==> config.mk <==
export PLATFORM = sky130hd
export DESIGN_NAME = cta_datapath
export DESIGN_NICKNAME = d
export VERILOG_FILES = /design/src/hw/cta_datapath.v
export VERILOG_INCLUDE_DIRS = /design/src /design/src/hw
export SDC_FILE = /design/constraint.sdc
export NUM_CORES = 2
export LEC_CHECK = 0
export BUFFER_PORTS_ARGS = -buffer_cell sky130_fd_sc_hd__buf_2
export CORE_MARGIN = 1.5
export CORE_UTILIZATION = 35
export CTS_BUF_LIST = sky130_fd_sc_hd__clkbuf_16
export DETAILED_ROUTE_END_ITERATION = 16
export PLACE_DENSITY = 0.54
export SKIP_LAST_GASP = 1
export SLEW_MARGIN = 20
export SYNTH_ARGS = -nofsm -noshare
export SYNTH_HDL_FRONTEND = slang
export SYNTH_SLANG_ARGS = --single-unit
export TNS_END_PERCENT = 5
==> constraint.sdc <==
create_clock -name CLK -period 6 [get_ports CLK]
set_input_delay 1.5 -clock CLK [delete_from_list [all_inputs] [get_ports CLK]]
set_output_delay 1.5 -clock CLK [all_outputs]
set_load 0.01 [all_outputs]
==> src/hw/cta_defines.vh <==
// Offsets, field positions, opcodes and reset values of the transfer/arith datapath
`ifndef CTA_DEFINES_VH
`define CTA_DEFINES_VH
// ==========================================================
// Register byte offsets
`define CTA_OFF_CMD 12'h000
`define CTA_OFF_ACC 12'h004
`define CTA_OFF_FLAG 12'h008
`define CTA_OFF_SP 12'h00C
`define CTA_OFF_TIMER 12'h010
`define CTA_OFF_STAT 12'h014
`define CTA_OFF_PORT 12'h018
`define CTA_OFF_CTRL 12'h01C
`define CTA_MEM_BASE_HI 3'h1
// ==========================================================
// Command word fields
`define CTA_CMD_OP_HI 5
`define CTA_CMD_OP_LO 0
`define CTA_CMD_ADR_HI 14
`define CTA_CMD_ADR_LO 8
`define CTA_CMD_IMM_HI 23
`define CTA_CMD_IMM_LO 16
// ==========================================================
// Flag bits, status bits, limits
`define CTA_F_Z 0
`define CTA_F_C 1
`define CTA_F_AC 2
`define CTA_F_OV 3
`define CTA_ST_BUSY 0
`define CTA_ST_ERR 1
`define CTA_BIT_ADR_MAX 7'h3F
// ==========================================================
// Reset values
`define CTA_RST_ACC 8'h00
`define CTA_RST_FLAG 4'h0
`define CTA_RST_SP 8'h00
`define CTA_RST_TIMER 16'h0000
`define CTA_RST_PORT 8'h00
// ==========================================================
// Opcodes
`define CTA_OP_MOV_AI 6'h00
`define CTA_OP_MOV_MA 6'h01
`define CTA_OP_MOV_AM 6'h02
`define CTA_OP_MOV_AIO 6'h03
`define CTA_OP_MOV_IOA 6'h04
`define CTA_OP_TIMER_LOAD_WORD_OP 6'h05
`define CTA_OP_TIMER_STORE_WORD_OP 6'h06
`define CTA_OP_IDX_RD 6'h07
`define CTA_OP_IDX_WR 6'h08
`define CTA_OP_XCH 6'h09
`define CTA_OP_PUSH 6'h0A
`define CTA_OP_POP 6'h0B
`define CTA_OP_ADD_AI 6'h0C
`define CTA_OP_ADD_AM 6'h0D
`define CTA_OP_ADD_MA 6'h0E
`define CTA_OP_ADDC_AM 6'h0F
`define CTA_OP_ADDC_MA 6'h10
`define CTA_OP_ADDC_A 6'h11
`define CTA_OP_ADDC_M 6'h12
`define CTA_OP_NADD_AM 6'h13
`define CTA_OP_NADD_MA 6'h14
`define CTA_OP_SUB_AI 6'h15
`define CTA_OP_SUB_AM 6'h16
`define CTA_OP_SUB_MA 6'h17
`define CTA_OP_SUBC_AM 6'h18
`define CTA_OP_SUBC_MA 6'h19
`define CTA_OP_SUBC_A 6'h1A
`define CTA_OP_SUBC_M 6'h1B
`define CTA_OP_INC_M 6'h1C
`define CTA_OP_DEC_M 6'h1D
`define CTA_OP_CLEAR_M 6'h1E
`define CTA_OP_SET0_M 6'h1F
`define CTA_OP_SET1_M 6'h20
`endif

==> src/hw/cta_datapath.v <==
// Transfer and arithmetic execution datapath with an APB register slave
//
// Design decisions made here: the address map and register access over APB.
`timescale 1ns/1ns
`include "cta_defines.vh"

// Overview of operation
// - Zero flag set when result is zero
// - Carry on add carry-out or subtract borrow
// - Auxiliary carry on low nibble carry
// - Overflow when signed result out of range
// - Bit operations only reach addresses 0..0x3F
// - Move memory to accumulator, zero flag only
// - Move port to accumulator, zero flag only
// - Timer word load/store, one cycle, no flags
// - Indirect access takes two cycles, no flags
// - Exchange accumulator with memory, no flags
// - Push flags and accumulator, pointer plus two
// - Pop: pointer minus two, restore all flags
// - Add immediate or memory, all four flags
// - Add with carry of two operands
// - Add carry only to one operand
// - Reverse subtract: negated first plus second
// - Subtract by two's complement of subtrahend
// - Subtract with borrow, single-operand forms too
// - Increment and decrement memory in place
module cta_datapath #(
  parameter MEM_DEPTH = 128,
  parameter MEM_AW = 7
) (
  input wire CLK,
  input wire RESET,
  input wire PSEL,
  input wire PENABLE,
  input wire PWRITE,
  input wire [11:0] PADDR,
  input wire [31:0] PWDATA,
  output reg [31:0] PRDATA,
  output reg PREADY,
  output reg PSLVERR,
  input wire [7:0] PORT_IN,
  output reg [7:0] PORT_OUT,
  output reg BUSY
);

  // ==========================================================
  // States
  localparam ST_IDLE = 2'b00;
  localparam ST_EXEC = 2'b01;
  localparam ST_IDX = 2'b10;

  // ==========================================================
  // Storage
  reg [7:0] mem [0:MEM_DEPTH-1];
  reg [7:0] acc;
  reg [3:0] flag;
  reg [7:0] sp;
  reg [15:0] timer;
  reg timer_run, err;
  reg [1:0] state;
  reg [5:0] op;
  reg [MEM_AW-1:0] op_addr, ptr;
  reg [7:0] op_imm;
  reg [7:0] port_meta, port_sync;

  // ==========================================================
  // Adder/subtractor returning {ov, ac, c, result}
  function [10:0] alu;
    input [7:0] x, y;
    input cin, sub;
    reg [8:0] full;
    reg [4:0] low;
    reg v;
    begin
      if (sub) begin
        full = {1'b0, x} - {1'b0, y} - {8'h00, cin};
        low = {1'b0, x[3:0]} - {1'b0, y[3:0]} - {4'h0, cin};
        v = (x[7] != y[7]) && (full[7] != x[7]);
      end else begin
        full = {1'b0, x} + {1'b0, y} + {8'h00, cin};
        low = {1'b0, x[3:0]} + {1'b0, y[3:0]} + {4'h0, cin};
        v = (x[7] == y[7]) && (full[7] != x[7]);
      end
      alu = {v, low[4], full[8], full[7:0]};
    end
  endfunction

  // ==========================================================
  // Execute decode
  wire [MEM_AW-1:0] addr_up = op_addr + {{(MEM_AW-1){1'b0}}, 1'b1};
  wire [7:0] sp_up = sp + 8'h02;
  wire [7:0] sp_dn = sp - 8'h02;
  wire [MEM_AW-1:0] sp_dn_up = sp_dn[MEM_AW-1:0] + {{(MEM_AW-1){1'b0}}, 1'b1};
  wire [MEM_AW-1:0] sp_idx_up = sp[MEM_AW-1:0] + {{(MEM_AW-1){1'b0}}, 1'b1};
  wire [7:0] m_op = mem[op_addr];

  reg [7:0] next_acc;
  reg [3:0] next_flag;
  reg [7:0] next_sp;
  reg [15:0] next_timer;
  reg [7:0] next_port;
  reg [MEM_AW-1:0] next_ptr;
  reg next_tload, next_bad, next_idx;
  reg we0, we1;
  reg [MEM_AW-1:0] wa0, wa1;
  reg [7:0] wd0, wd1;
  reg alu_en, alu_mem, acin, asub;
  reg [7:0] ax, ay;
  reg [10:0] ares;

  always @* begin
    // Flags not touched below hold their value
    // Flags default hold
    next_acc = acc;
    next_flag = flag;
    next_sp = sp;
    next_timer = timer;
    next_port = PORT_OUT;
    next_ptr = ptr;
    {next_tload, next_bad, next_idx} = 3'b000;
    {we0, we1, alu_en, alu_mem, acin, asub} = 6'b000000;
    wa0 = op_addr;
    wa1 = addr_up;
    {wd0, wd1} = 16'h0000;
    ax = acc;
    ay = m_op;
    ares = 11'h000;
    if (state == ST_EXEC) begin
      case (op)
        `CTA_OP_MOV_AI: next_acc = op_imm;
        `CTA_OP_MOV_MA: {we0, wd0} = {1'b1, acc};
        `CTA_OP_MOV_AM: begin
          next_acc = m_op;
          next_flag[`CTA_F_Z] = (m_op == 8'h00);
        end
        `CTA_OP_MOV_AIO: begin
          next_acc = port_sync;
          next_flag[`CTA_F_Z] = (port_sync == 8'h00);
        end
        `CTA_OP_MOV_IOA: next_port = acc;
        `CTA_OP_TIMER_LOAD_WORD_OP: begin
          {we0, wd0} = {1'b1, timer[7:0]};
          {we1, wd1} = {1'b1, timer[15:8]};
        end
        `CTA_OP_TIMER_STORE_WORD_OP: begin
          next_tload = 1'b1;
          next_timer = {mem[addr_up], m_op};
        end
        `CTA_OP_IDX_RD, `CTA_OP_IDX_WR: begin
          next_ptr = m_op[MEM_AW-1:0];
          next_idx = 1'b1;
        end
        `CTA_OP_XCH: begin
          next_acc = m_op;
          {we0, wd0} = {1'b1, acc};
        end
        `CTA_OP_PUSH: begin
          {we0, wa0, wd0} = {1'b1, sp[MEM_AW-1:0], acc};
          {we1, wa1, wd1} = {1'b1, sp_idx_up, 4'h0, flag};
          next_sp = sp_up;
        end
        `CTA_OP_POP: begin
          next_sp = sp_dn;
          next_acc = mem[sp_dn[MEM_AW-1:0]];
          next_flag = mem[sp_dn_up][3:0];
        end
        `CTA_OP_ADD_AI: {alu_en, ay} = {1'b1, op_imm};
        `CTA_OP_ADD_AM: alu_en = 1'b1;
        `CTA_OP_ADD_MA: {alu_en, alu_mem} = 2'b11;
        `CTA_OP_ADDC_AM: {alu_en, acin} = {1'b1, flag[`CTA_F_C]};
        `CTA_OP_ADDC_MA: {alu_en, alu_mem, acin} = {2'b11, flag[`CTA_F_C]};
        `CTA_OP_ADDC_A: {alu_en, acin, ay} = {1'b1, flag[`CTA_F_C], 8'h00};
        `CTA_OP_ADDC_M: begin
          {alu_en, alu_mem, acin} = {2'b11, flag[`CTA_F_C]};
          {ax, ay} = {m_op, 8'h00};
        end
        `CTA_OP_NADD_AM: begin
          {alu_en, asub} = 2'b11;
          {ax, ay} = {m_op, acc};
        end
        `CTA_OP_NADD_MA: {alu_en, alu_mem, asub} = 3'b111;
        `CTA_OP_SUB_AI: {alu_en, asub, ay} = {2'b11, op_imm};
        `CTA_OP_SUB_AM: {alu_en, asub} = 2'b11;
        `CTA_OP_SUB_MA: begin
          {alu_en, alu_mem, asub} = 3'b111;
          {ax, ay} = {m_op, acc};
        end
        `CTA_OP_SUBC_AM: {alu_en, asub, acin} = {2'b11, flag[`CTA_F_C]};
        `CTA_OP_SUBC_MA: begin
          {alu_en, alu_mem, asub, acin} = {3'b111, flag[`CTA_F_C]};
          {ax, ay} = {m_op, acc};
        end
        `CTA_OP_SUBC_A: {alu_en, asub, acin, ay} = {2'b11, flag[`CTA_F_C], 8'h00};
        `CTA_OP_SUBC_M: begin
          {alu_en, alu_mem, asub, acin} = {3'b111, flag[`CTA_F_C]};
          {ax, ay} = {m_op, 8'h00};
        end
        `CTA_OP_INC_M, `CTA_OP_DEC_M: begin
          {alu_en, alu_mem} = 2'b11;
          asub = (op == `CTA_OP_DEC_M);
          {ax, ay} = {m_op, 8'h01};
        end
        `CTA_OP_CLEAR_M: we0 = 1'b1;
        `CTA_OP_SET0_M, `CTA_OP_SET1_M: begin
          if (op_addr > `CTA_BIT_ADR_MAX) begin
            next_bad = 1'b1;
          end else begin
            we0 = 1'b1;
            wd0 = (op == `CTA_OP_SET1_M) ? (m_op | (8'h01 << op_imm[2:0]))
                                         : (m_op & ~(8'h01 << op_imm[2:0]));
          end
        end
        default: next_bad = 1'b1;
      endcase
      if (alu_en) begin
        ares = alu(ax, ay, acin, asub);
        next_flag[`CTA_F_Z] = (ares[7:0] == 8'h00);
        next_flag[`CTA_F_C] = ares[8];
        next_flag[`CTA_F_AC] = ares[9];
        next_flag[`CTA_F_OV] = ares[10];
        if (alu_mem) begin
          {we0, wd0} = {1'b1, ares[7:0]};
        end else begin
          next_acc = ares[7:0];
        end
      end
    end else if (state == ST_IDX) begin
      if (op == `CTA_OP_IDX_RD) begin
        next_acc = mem[ptr];
      end else begin
        {we0, wa0, wd0} = {1'b1, ptr, acc};
      end
    end
  end

  // ==========================================================
  // APB decode
  wire setup = PSEL && !PENABLE;
  wire wr_acc = PSEL && PENABLE && PREADY && PWRITE && !PSLVERR;
  wire in_mem = (PADDR[11:9] == `CTA_MEM_BASE_HI);
  wire [MEM_AW-1:0] bus_idx = PADDR[MEM_AW+1:2];
  reg [31:0] rd_mux;
  reg rd_bad;

  always @* begin
    rd_mux = 32'h00000000;
    rd_bad = 1'b0;
    if (in_mem) begin
      rd_mux = {24'h000000, mem[bus_idx]};
    end else begin
      case (PADDR)
        `CTA_OFF_CMD: rd_mux = {26'h0, op};
        `CTA_OFF_ACC: rd_mux = {24'h000000, acc};
        `CTA_OFF_FLAG: rd_mux = {28'h0000000, flag};
        `CTA_OFF_SP: rd_mux = {24'h000000, sp};
        `CTA_OFF_TIMER: rd_mux = {16'h0000, timer};
        `CTA_OFF_STAT: rd_mux = {30'h0, err, BUSY};
        `CTA_OFF_PORT: rd_mux = {16'h0000, port_sync, PORT_OUT};
        `CTA_OFF_CTRL: rd_mux = {31'h0, timer_run};
        default: rd_bad = 1'b1;
      endcase
    end
  end

  // ==========================================================
  // Port input synchroniser
  always @(posedge CLK) begin
    port_meta <= PORT_IN;
    port_sync <= port_meta;
  end

  // ==========================================================
  // Sequencer, registers and bus answer
  // A command issued while busy is dropped and flagged, so software polls BUSY first
  always @(posedge CLK) begin
    if (RESET) begin
      PRDATA <= 32'h00000000;
      PREADY <= 1'b0;
      PSLVERR <= 1'b0;
      PORT_OUT <= `CTA_RST_PORT;
      BUSY <= 1'b0;
      acc <= `CTA_RST_ACC;
      flag <= `CTA_RST_FLAG;
      sp <= `CTA_RST_SP;
      timer <= `CTA_RST_TIMER;
      timer_run <= 1'b0;
      err <= 1'b0;
      state <= ST_IDLE;
      op <= 6'h00;
      op_addr <= {MEM_AW{1'b0}};
      op_imm <= 8'h00;
      ptr <= {MEM_AW{1'b0}};
    end else begin
      PREADY <= setup;
      PSLVERR <= setup && rd_bad;
      if (setup) begin
        PRDATA <= rd_mux;
      end
      acc <= next_acc;
      flag <= next_flag;
      sp <= next_sp;
      PORT_OUT <= next_port;
      ptr <= next_ptr;
      if (next_tload) begin
        timer <= next_timer;
      end else if (timer_run) begin
        timer <= timer + 16'h0001;
      end
      case (state)
        ST_IDLE: state <= ST_IDLE;
        ST_EXEC: state <= next_idx ? ST_IDX : ST_IDLE;
        ST_IDX: state <= ST_IDLE;
        default: state <= ST_IDLE;
      endcase
      BUSY <= (state == ST_EXEC) && next_idx;
      // Error set wins over a clear in the same cycle
      if (next_bad) begin
        err <= 1'b1;
      end else if (wr_acc && PADDR == `CTA_OFF_STAT && PWDATA[`CTA_ST_ERR]) begin
        err <= 1'b0;
      end
      if (wr_acc && !in_mem) begin
        case (PADDR)
          `CTA_OFF_CMD: begin
            if (BUSY) begin
              err <= 1'b1;
            end else begin
              op <= PWDATA[`CTA_CMD_OP_HI:`CTA_CMD_OP_LO];
              op_addr <= PWDATA[`CTA_CMD_ADR_HI:`CTA_CMD_ADR_LO];
              op_imm <= PWDATA[`CTA_CMD_IMM_HI:`CTA_CMD_IMM_LO];
              state <= ST_EXEC;
              BUSY <= 1'b1;
            end
          end
          `CTA_OFF_ACC: if (!BUSY) acc <= PWDATA[7:0];
          `CTA_OFF_FLAG: if (!BUSY) flag <= PWDATA[3:0];
          `CTA_OFF_SP: if (!BUSY) sp <= PWDATA[7:0];
          `CTA_OFF_TIMER: if (!BUSY) timer <= PWDATA[15:0];
          `CTA_OFF_PORT: if (!BUSY) PORT_OUT <= PWDATA[7:0];
          `CTA_OFF_CTRL: timer_run <= PWDATA[0];
          default: ;
        endcase
      end
    end
  end

  // ==========================================================
  // Data memory, execution writes win over bus writes
  genvar gi;
  generate
    for (gi = 0; gi < MEM_DEPTH; gi = gi + 1) begin : g_mem
      always @(posedge CLK) begin
        if (RESET) begin
          mem[gi] <= 8'h00;
        end else if (we0 && wa0 == gi) begin
          mem[gi] <= wd0;
        end else if (we1 && wa1 == gi) begin
          mem[gi] <= wd1;
        end else if (wr_acc && in_mem && !BUSY && bus_idx == gi) begin
          mem[gi] <= PWDATA[7:0];
        end
      end
    end
  endgenerate

endmodule

* Yosys cells after proc, flatten, opt, wreduce, memory -nomap -nowiden
Memories as Yosys holds them, arrays and structs flattened. A register that Yosys moved wholly into a read port is not among the register bits. Cells that the tools add are included.
Cells by class: $lt $le $gt $ge 1, bitwise operators 388, $add $sub $neg 14, reductions and logical operators 430, eq/ne operators 427, shift operators 1, muxes and demuxes 2025
Operators by type and width (count):
- 8-bit 2-to-1 mux | 412
- 1-bit 2-to-1 mux | 1570
- 7-bit == test (second input constant) | 192
- 7-bit by 6-bit == test with 1-bit output (second input constant) | 96
- 1-bit logical AND | 398
- 1-bit OR | 384
- 7-bit by 5-bit == test with 1-bit output (second input constant) | 48
- 7-bit by 4-bit == test with 1-bit output (second input constant) | 24
- 16-bit 2-to-1 mux | 8
- 16-bit one-hot mux with 8 select lines | 1
- 6-bit by 5-bit == test with 1-bit output (second input constant) | 16
- 7-bit by 3-bit == test with 1-bit output (second input constant) | 12
- 7-bit 2-to-1 mux | 10
- 8-bit one-hot mux with 4 select lines | 2
- 12-bit by 5-bit == test with 1-bit output (second input constant) | 4
- 6-bit by 4-bit == test with 1-bit output (second input constant) | 8
- 7-bit by 2-bit == test with 1-bit output (second input constant) | 6
- 8-bit one-hot mux with 2 select lines | 2
- 31-bit OR reduction | 1
- 9-bit 2-to-1 mux | 3
- 12-bit by 4-bit == test with 1-bit output (second input constant) | 2
- 6-bit by 3-bit == test with 1-bit output (second input constant) | 4
- 8-bit zero test | 3
- 8-bit one-hot mux with 3 select lines | 1
- 48 further kinds | 79
Word-level totals: memory bits (writable) 1024, input bits 57, flip-flop bits (word level) 127, memories 1, word-level logic and storage cells 3305, output and inout port bits 43
Memories:
- mem | depth 128, bits a word 8, rd ports 6, clocked after memory_dff 2, wr ports 128, RTL line cta_datapath.v:54 | reg [7:0] mem [0:MEM_DEPTH-1];

* Depth between registers and ports, before layout
word-level depth 15, gate-level depth with buffers 29, gate-level depth less buffers 22

* Least setup slack after synthesis
Ideal clock, no wire load.
kind register to register, start register with a tool-made name, end memory mem[45][6], data pin, slack 0.064 ns, data required time 5.740 ns, arrival 5.676 ns, stages on the path, launching flop included 23, buffers on the path 3, clock period less this slack 5.936 ns, library setup time 0.260 ns, cell sequence dfxtp_1 buf_6 buf_1 mux4_2 mux4_2 mux4_2 mux2i_1 o21ai_0 fa_1 fa_1 nand2_1 a21oi_1 o21bai_1 a21oi_1 xnor2_1 nand2_1 o21ai_0 a222oi_1 a21o_1 o211a_1 buf_2 o22ai_1 mux2_2
RTL lines (RTL line):
- end, declared | cta_datapath.v:54

==> impl_metrics.tcl <==
set metrics [dict create \
    status "finished with violations" \
    failed_checks "negative setup slack" \
    place_congestion 1.13 \
    die_area_um2 301000 \
    synth_seq_area_share 0.319 \
    clk_pin_slew_ns 0.09 \
    clock_latency_ns 0.93 \
    maxCapViolCount 0 \
    antenna_found_initial 81 \
    die_y_um 549 \
    slew_headroom 0.0736 \
    fmax_mhz 150 \
    overflow 0 \
    power_uw 21600 \
    crit_type "register to register" \
    worstSetupEndpointType "register" \
    start_util 0.352 \
    root_buffer "clkbuf_16" \
    cp.arrival_ns 7.28 \
    fin_util 0.420 \
    fin_ws_ns -0.679 \
    place_area_um2 119000 \
    first_iter_violations 22000 \
    drc 0 \
    yosysTopAreaCell "mux4_2" \
    routed_wl_um 705000 \
    wirelength_met1_um 229000 \
    synth_ff_type "edfxtp_1" \
    startpoint_type "register" \
    firstDrtPassIters 9 \
    multiInputGateArea_um2 67500 \
    cts_sinks 1149 \
    syn_area_um2 104000 \
    slowest_delay_ns 0.70 \
    h-tree-depth 4 \
    die_x_um 549 \
    timing.final.crit_period_ns 6.68 \
    yosysMostFrequentCell "mux4_2" \
    hold_buffers 0 \
    dpl.hpwl_um 518000 \
    drt-vias-per-instance 8.02 \
    critPathMaxFanout 7 \
    async_reset_ff_frac 0 \
    skew_ns 0.102 \
    peakVddDrop_mv 0.202 \
    synth_seq_cells 1149 \
    slowest_stage "mux4_2" \
    leakage_uw 0.0395 \
    grt_max_degree 116 \
    cts_buffers 148 \
    cp.required_ns 6.60 \
    fillCellCount 27600 \
    finalCritPeriodShare 1.11 \
    synth_edf_count 1024 \
    crit_family "multiplexers" \
    dr.max_layer_used "met5" \
    final_antenna_net_count 0 \
    synth_cell_types 87 \
    synth_warnings 0 \
    p_per_area_nw_per_um2 174 \
    grt_pass1_vias 96900 \
    port_buffers 75 \
    core-area_um2 297000 \
    wl_per_cell_um 54.1 \
    crit_buf_inv 8 \
    ios 100 \
    regArea_um2 33300 \
    synth_top_area_frac 0.387 \
    final_area_um2 125000 \
    yosys-top-cells-area "mux4_2, edfxtp_1, o221ai_1, nand2_1, a221o_1" \
    rows 200 \
    finalHoldViolations 0 \
    whs_ns 0.321 \
    rsz0062_at_grt "true" \
    wl_met3_um 116000 \
    synth_cells 8170 \
    drive_above_1_share 0.420 \
    grtUsageTotal 0.456 \
    syn_area_per_cell_um2 12.8 \
    syn_to_final_growth_pct 19.5 \
    hp-class "register to register" \
    vias 104000 \
    grt_pass1_wl_um 919000 \
    met2WireLength_um 282000 \
    place_ws_ns -1.11 \
    synthTopCellsByCount "mux4_2, edfxtp_1, nand2_1, nor2_1, clkbuf_1" \
    tritoncts "done" \
    setup_violations 775 \
    tightest_slew_ns 1.39 \
    final_max_slew_viol_count 0 \
    final_nets 8982 \
    clk_path_buf_depth 4 \
]
-- flip-flops by register name, summed over array words and instances (netlist names), named ones only --
name       count
err            1
timer         16
mem         1024
flag           4
state          2
port_meta      8
op             6
PSLVERR        1
timer_run      1
op_addr        7
PORT_OUT       8
PRDATA        16
ptr            7
PREADY         1
acc            8
op_imm         8
port_sync      8
sp             8
BUSY           1
-- kinds of logic (layout without fill, tap and decap cells) --
logic type	count (synthesis)	after routing	share of synthesized area
other	1	88	0.0000360
buffers and inverters	1019	1841	0.0418
and+or+nand+nor	2102	2102	0.0849
muxes	1971	1971	0.405
adders and majority gates	30	30	0.00389
DFF	1149	1149	0.319
xor gates and xnor gates	55	55	0.00482
AOI/OAI and AO/OA	1843	1843	0.141
-- power breakdown --
group | switching [uW] | total (uW) | internal [uW]
registers | 427 | 9390 | 8960
clock network | 4160 | 9350 | 5200
logic | 1710 | 2870 | 1160
-- through the flow --
stage                     TNS (ns)  cells
after floorplan                  0   8185
after CTS                  -100.85  12900
after global placement     -433.82  12600
after detailed placement   -429.32  12600
after global routing       -270.56  13000
final                      -227.34  13000
-- worst register-to-register path, cell delays in order, from the launching register on --
cell and delay, ns:
dfxtp_4 0.38, buf_12 0.18, buf_12 0.18, mux4_2 0.62, mux4_2 0.58, mux4_2 0.70
mux2i_4 0.27, buf_6 0.16, buf_6 0.11, nor2_4 0.03, a21oi_2 0.10, buf_4 0.14
fa_2 0.23, fa_2 0.21, o21bai_1 0.08, a21oi_2 0.18, o21bai_1 0.11, a21oi_2 0.19
xnor2_1 0.15, o21ai_2 0.11, a222oi_1 0.44, a21o_1 0.22, buf_6 0.11, o211ai_4 0.07
buf_12 0.18, buf_16 0.22, a221o_1 0.41
-- per-layer routing --
metal	GRT usage	vias to the layer above
li1	-	36600
met2	0.626	11500
met5	0.0174	-
met4	0.386	58
met1	0.530	53200
met3	0.224	2925
-- area by class of cell --
type	count	area share
Multi-Input combinational cell	6017	0.542
Sequential cell	1149	0.267
Timing Repair Buffer	1541	0.111
Tap cell	3939	0.0396
Clock buffer	149	0.0299
Clock inverter	113	0.00831
Antenna cell	72	0.00145
Inverter	38	0.00116
-- layout by cell type (no fill, tap or decap), types with 28 or more instances in the layout --
cell / synthesis / final
nor2b_1: 37 / 35
o22ai_1: 163 / 162
o221ai_1: 575 / 567
a211o_1: 95 / 95
mux2_2: 63 / 62
nor3_1: 143 / 129
o21ai_0: 137 / 131
diode_2: 0 / 72
clkbuf_16: 0 / 153
nor2_1: 667 / 648
nand2_1: 995 / 987
a22oi_1: 116 / 108
dfxtp_1: 125 / 113
a21oi_1: 171 / 164
nand3_1: 70 / 70
mux2i_1: 117 / 112
edfxtp_1: 1024 / 1024
mux4_2: 1791 / 1791
a221o_1: 299 / 298
buf_4: 37 / 1284
nand2b_1: 28 / 28
buf_2: 154 / 62
buf_12: 0 / 160
a211oi_1: 53 / 51
o21ai_1: 27 / 32
inv_1: 38 / 63
-- what timing repair did --
| action | 4_1_cts | 5_1_grt |
|---|---|---|
| pin swaps | 21 | 20 |
| setup endpoints to repair | 890 | 770 |
| cloned | 6 | 4 |
| setup buffers | 21 | 8 |
| resized for setup | 55 | 22 |
-- path summary, 6_finish.rpt --
path / depth (start not counted) / start / slack (ns) / end
max reg2reg: 26 / register / -0.68 / mem[97][6]$_DFFE_PP_
min reg2reg: 0 / port_meta[7]$_DFF_P_ / 0.32 / port_sync[7]$_DFF_P_
min: 0 / port_meta[7]$_DFF_P_ / 0.32 / port_sync[7]$_DFF_P_
max: 26 / register / -0.68 / mem[97][6]$_DFFE_PP_
(Power assumes the default switching activity.)
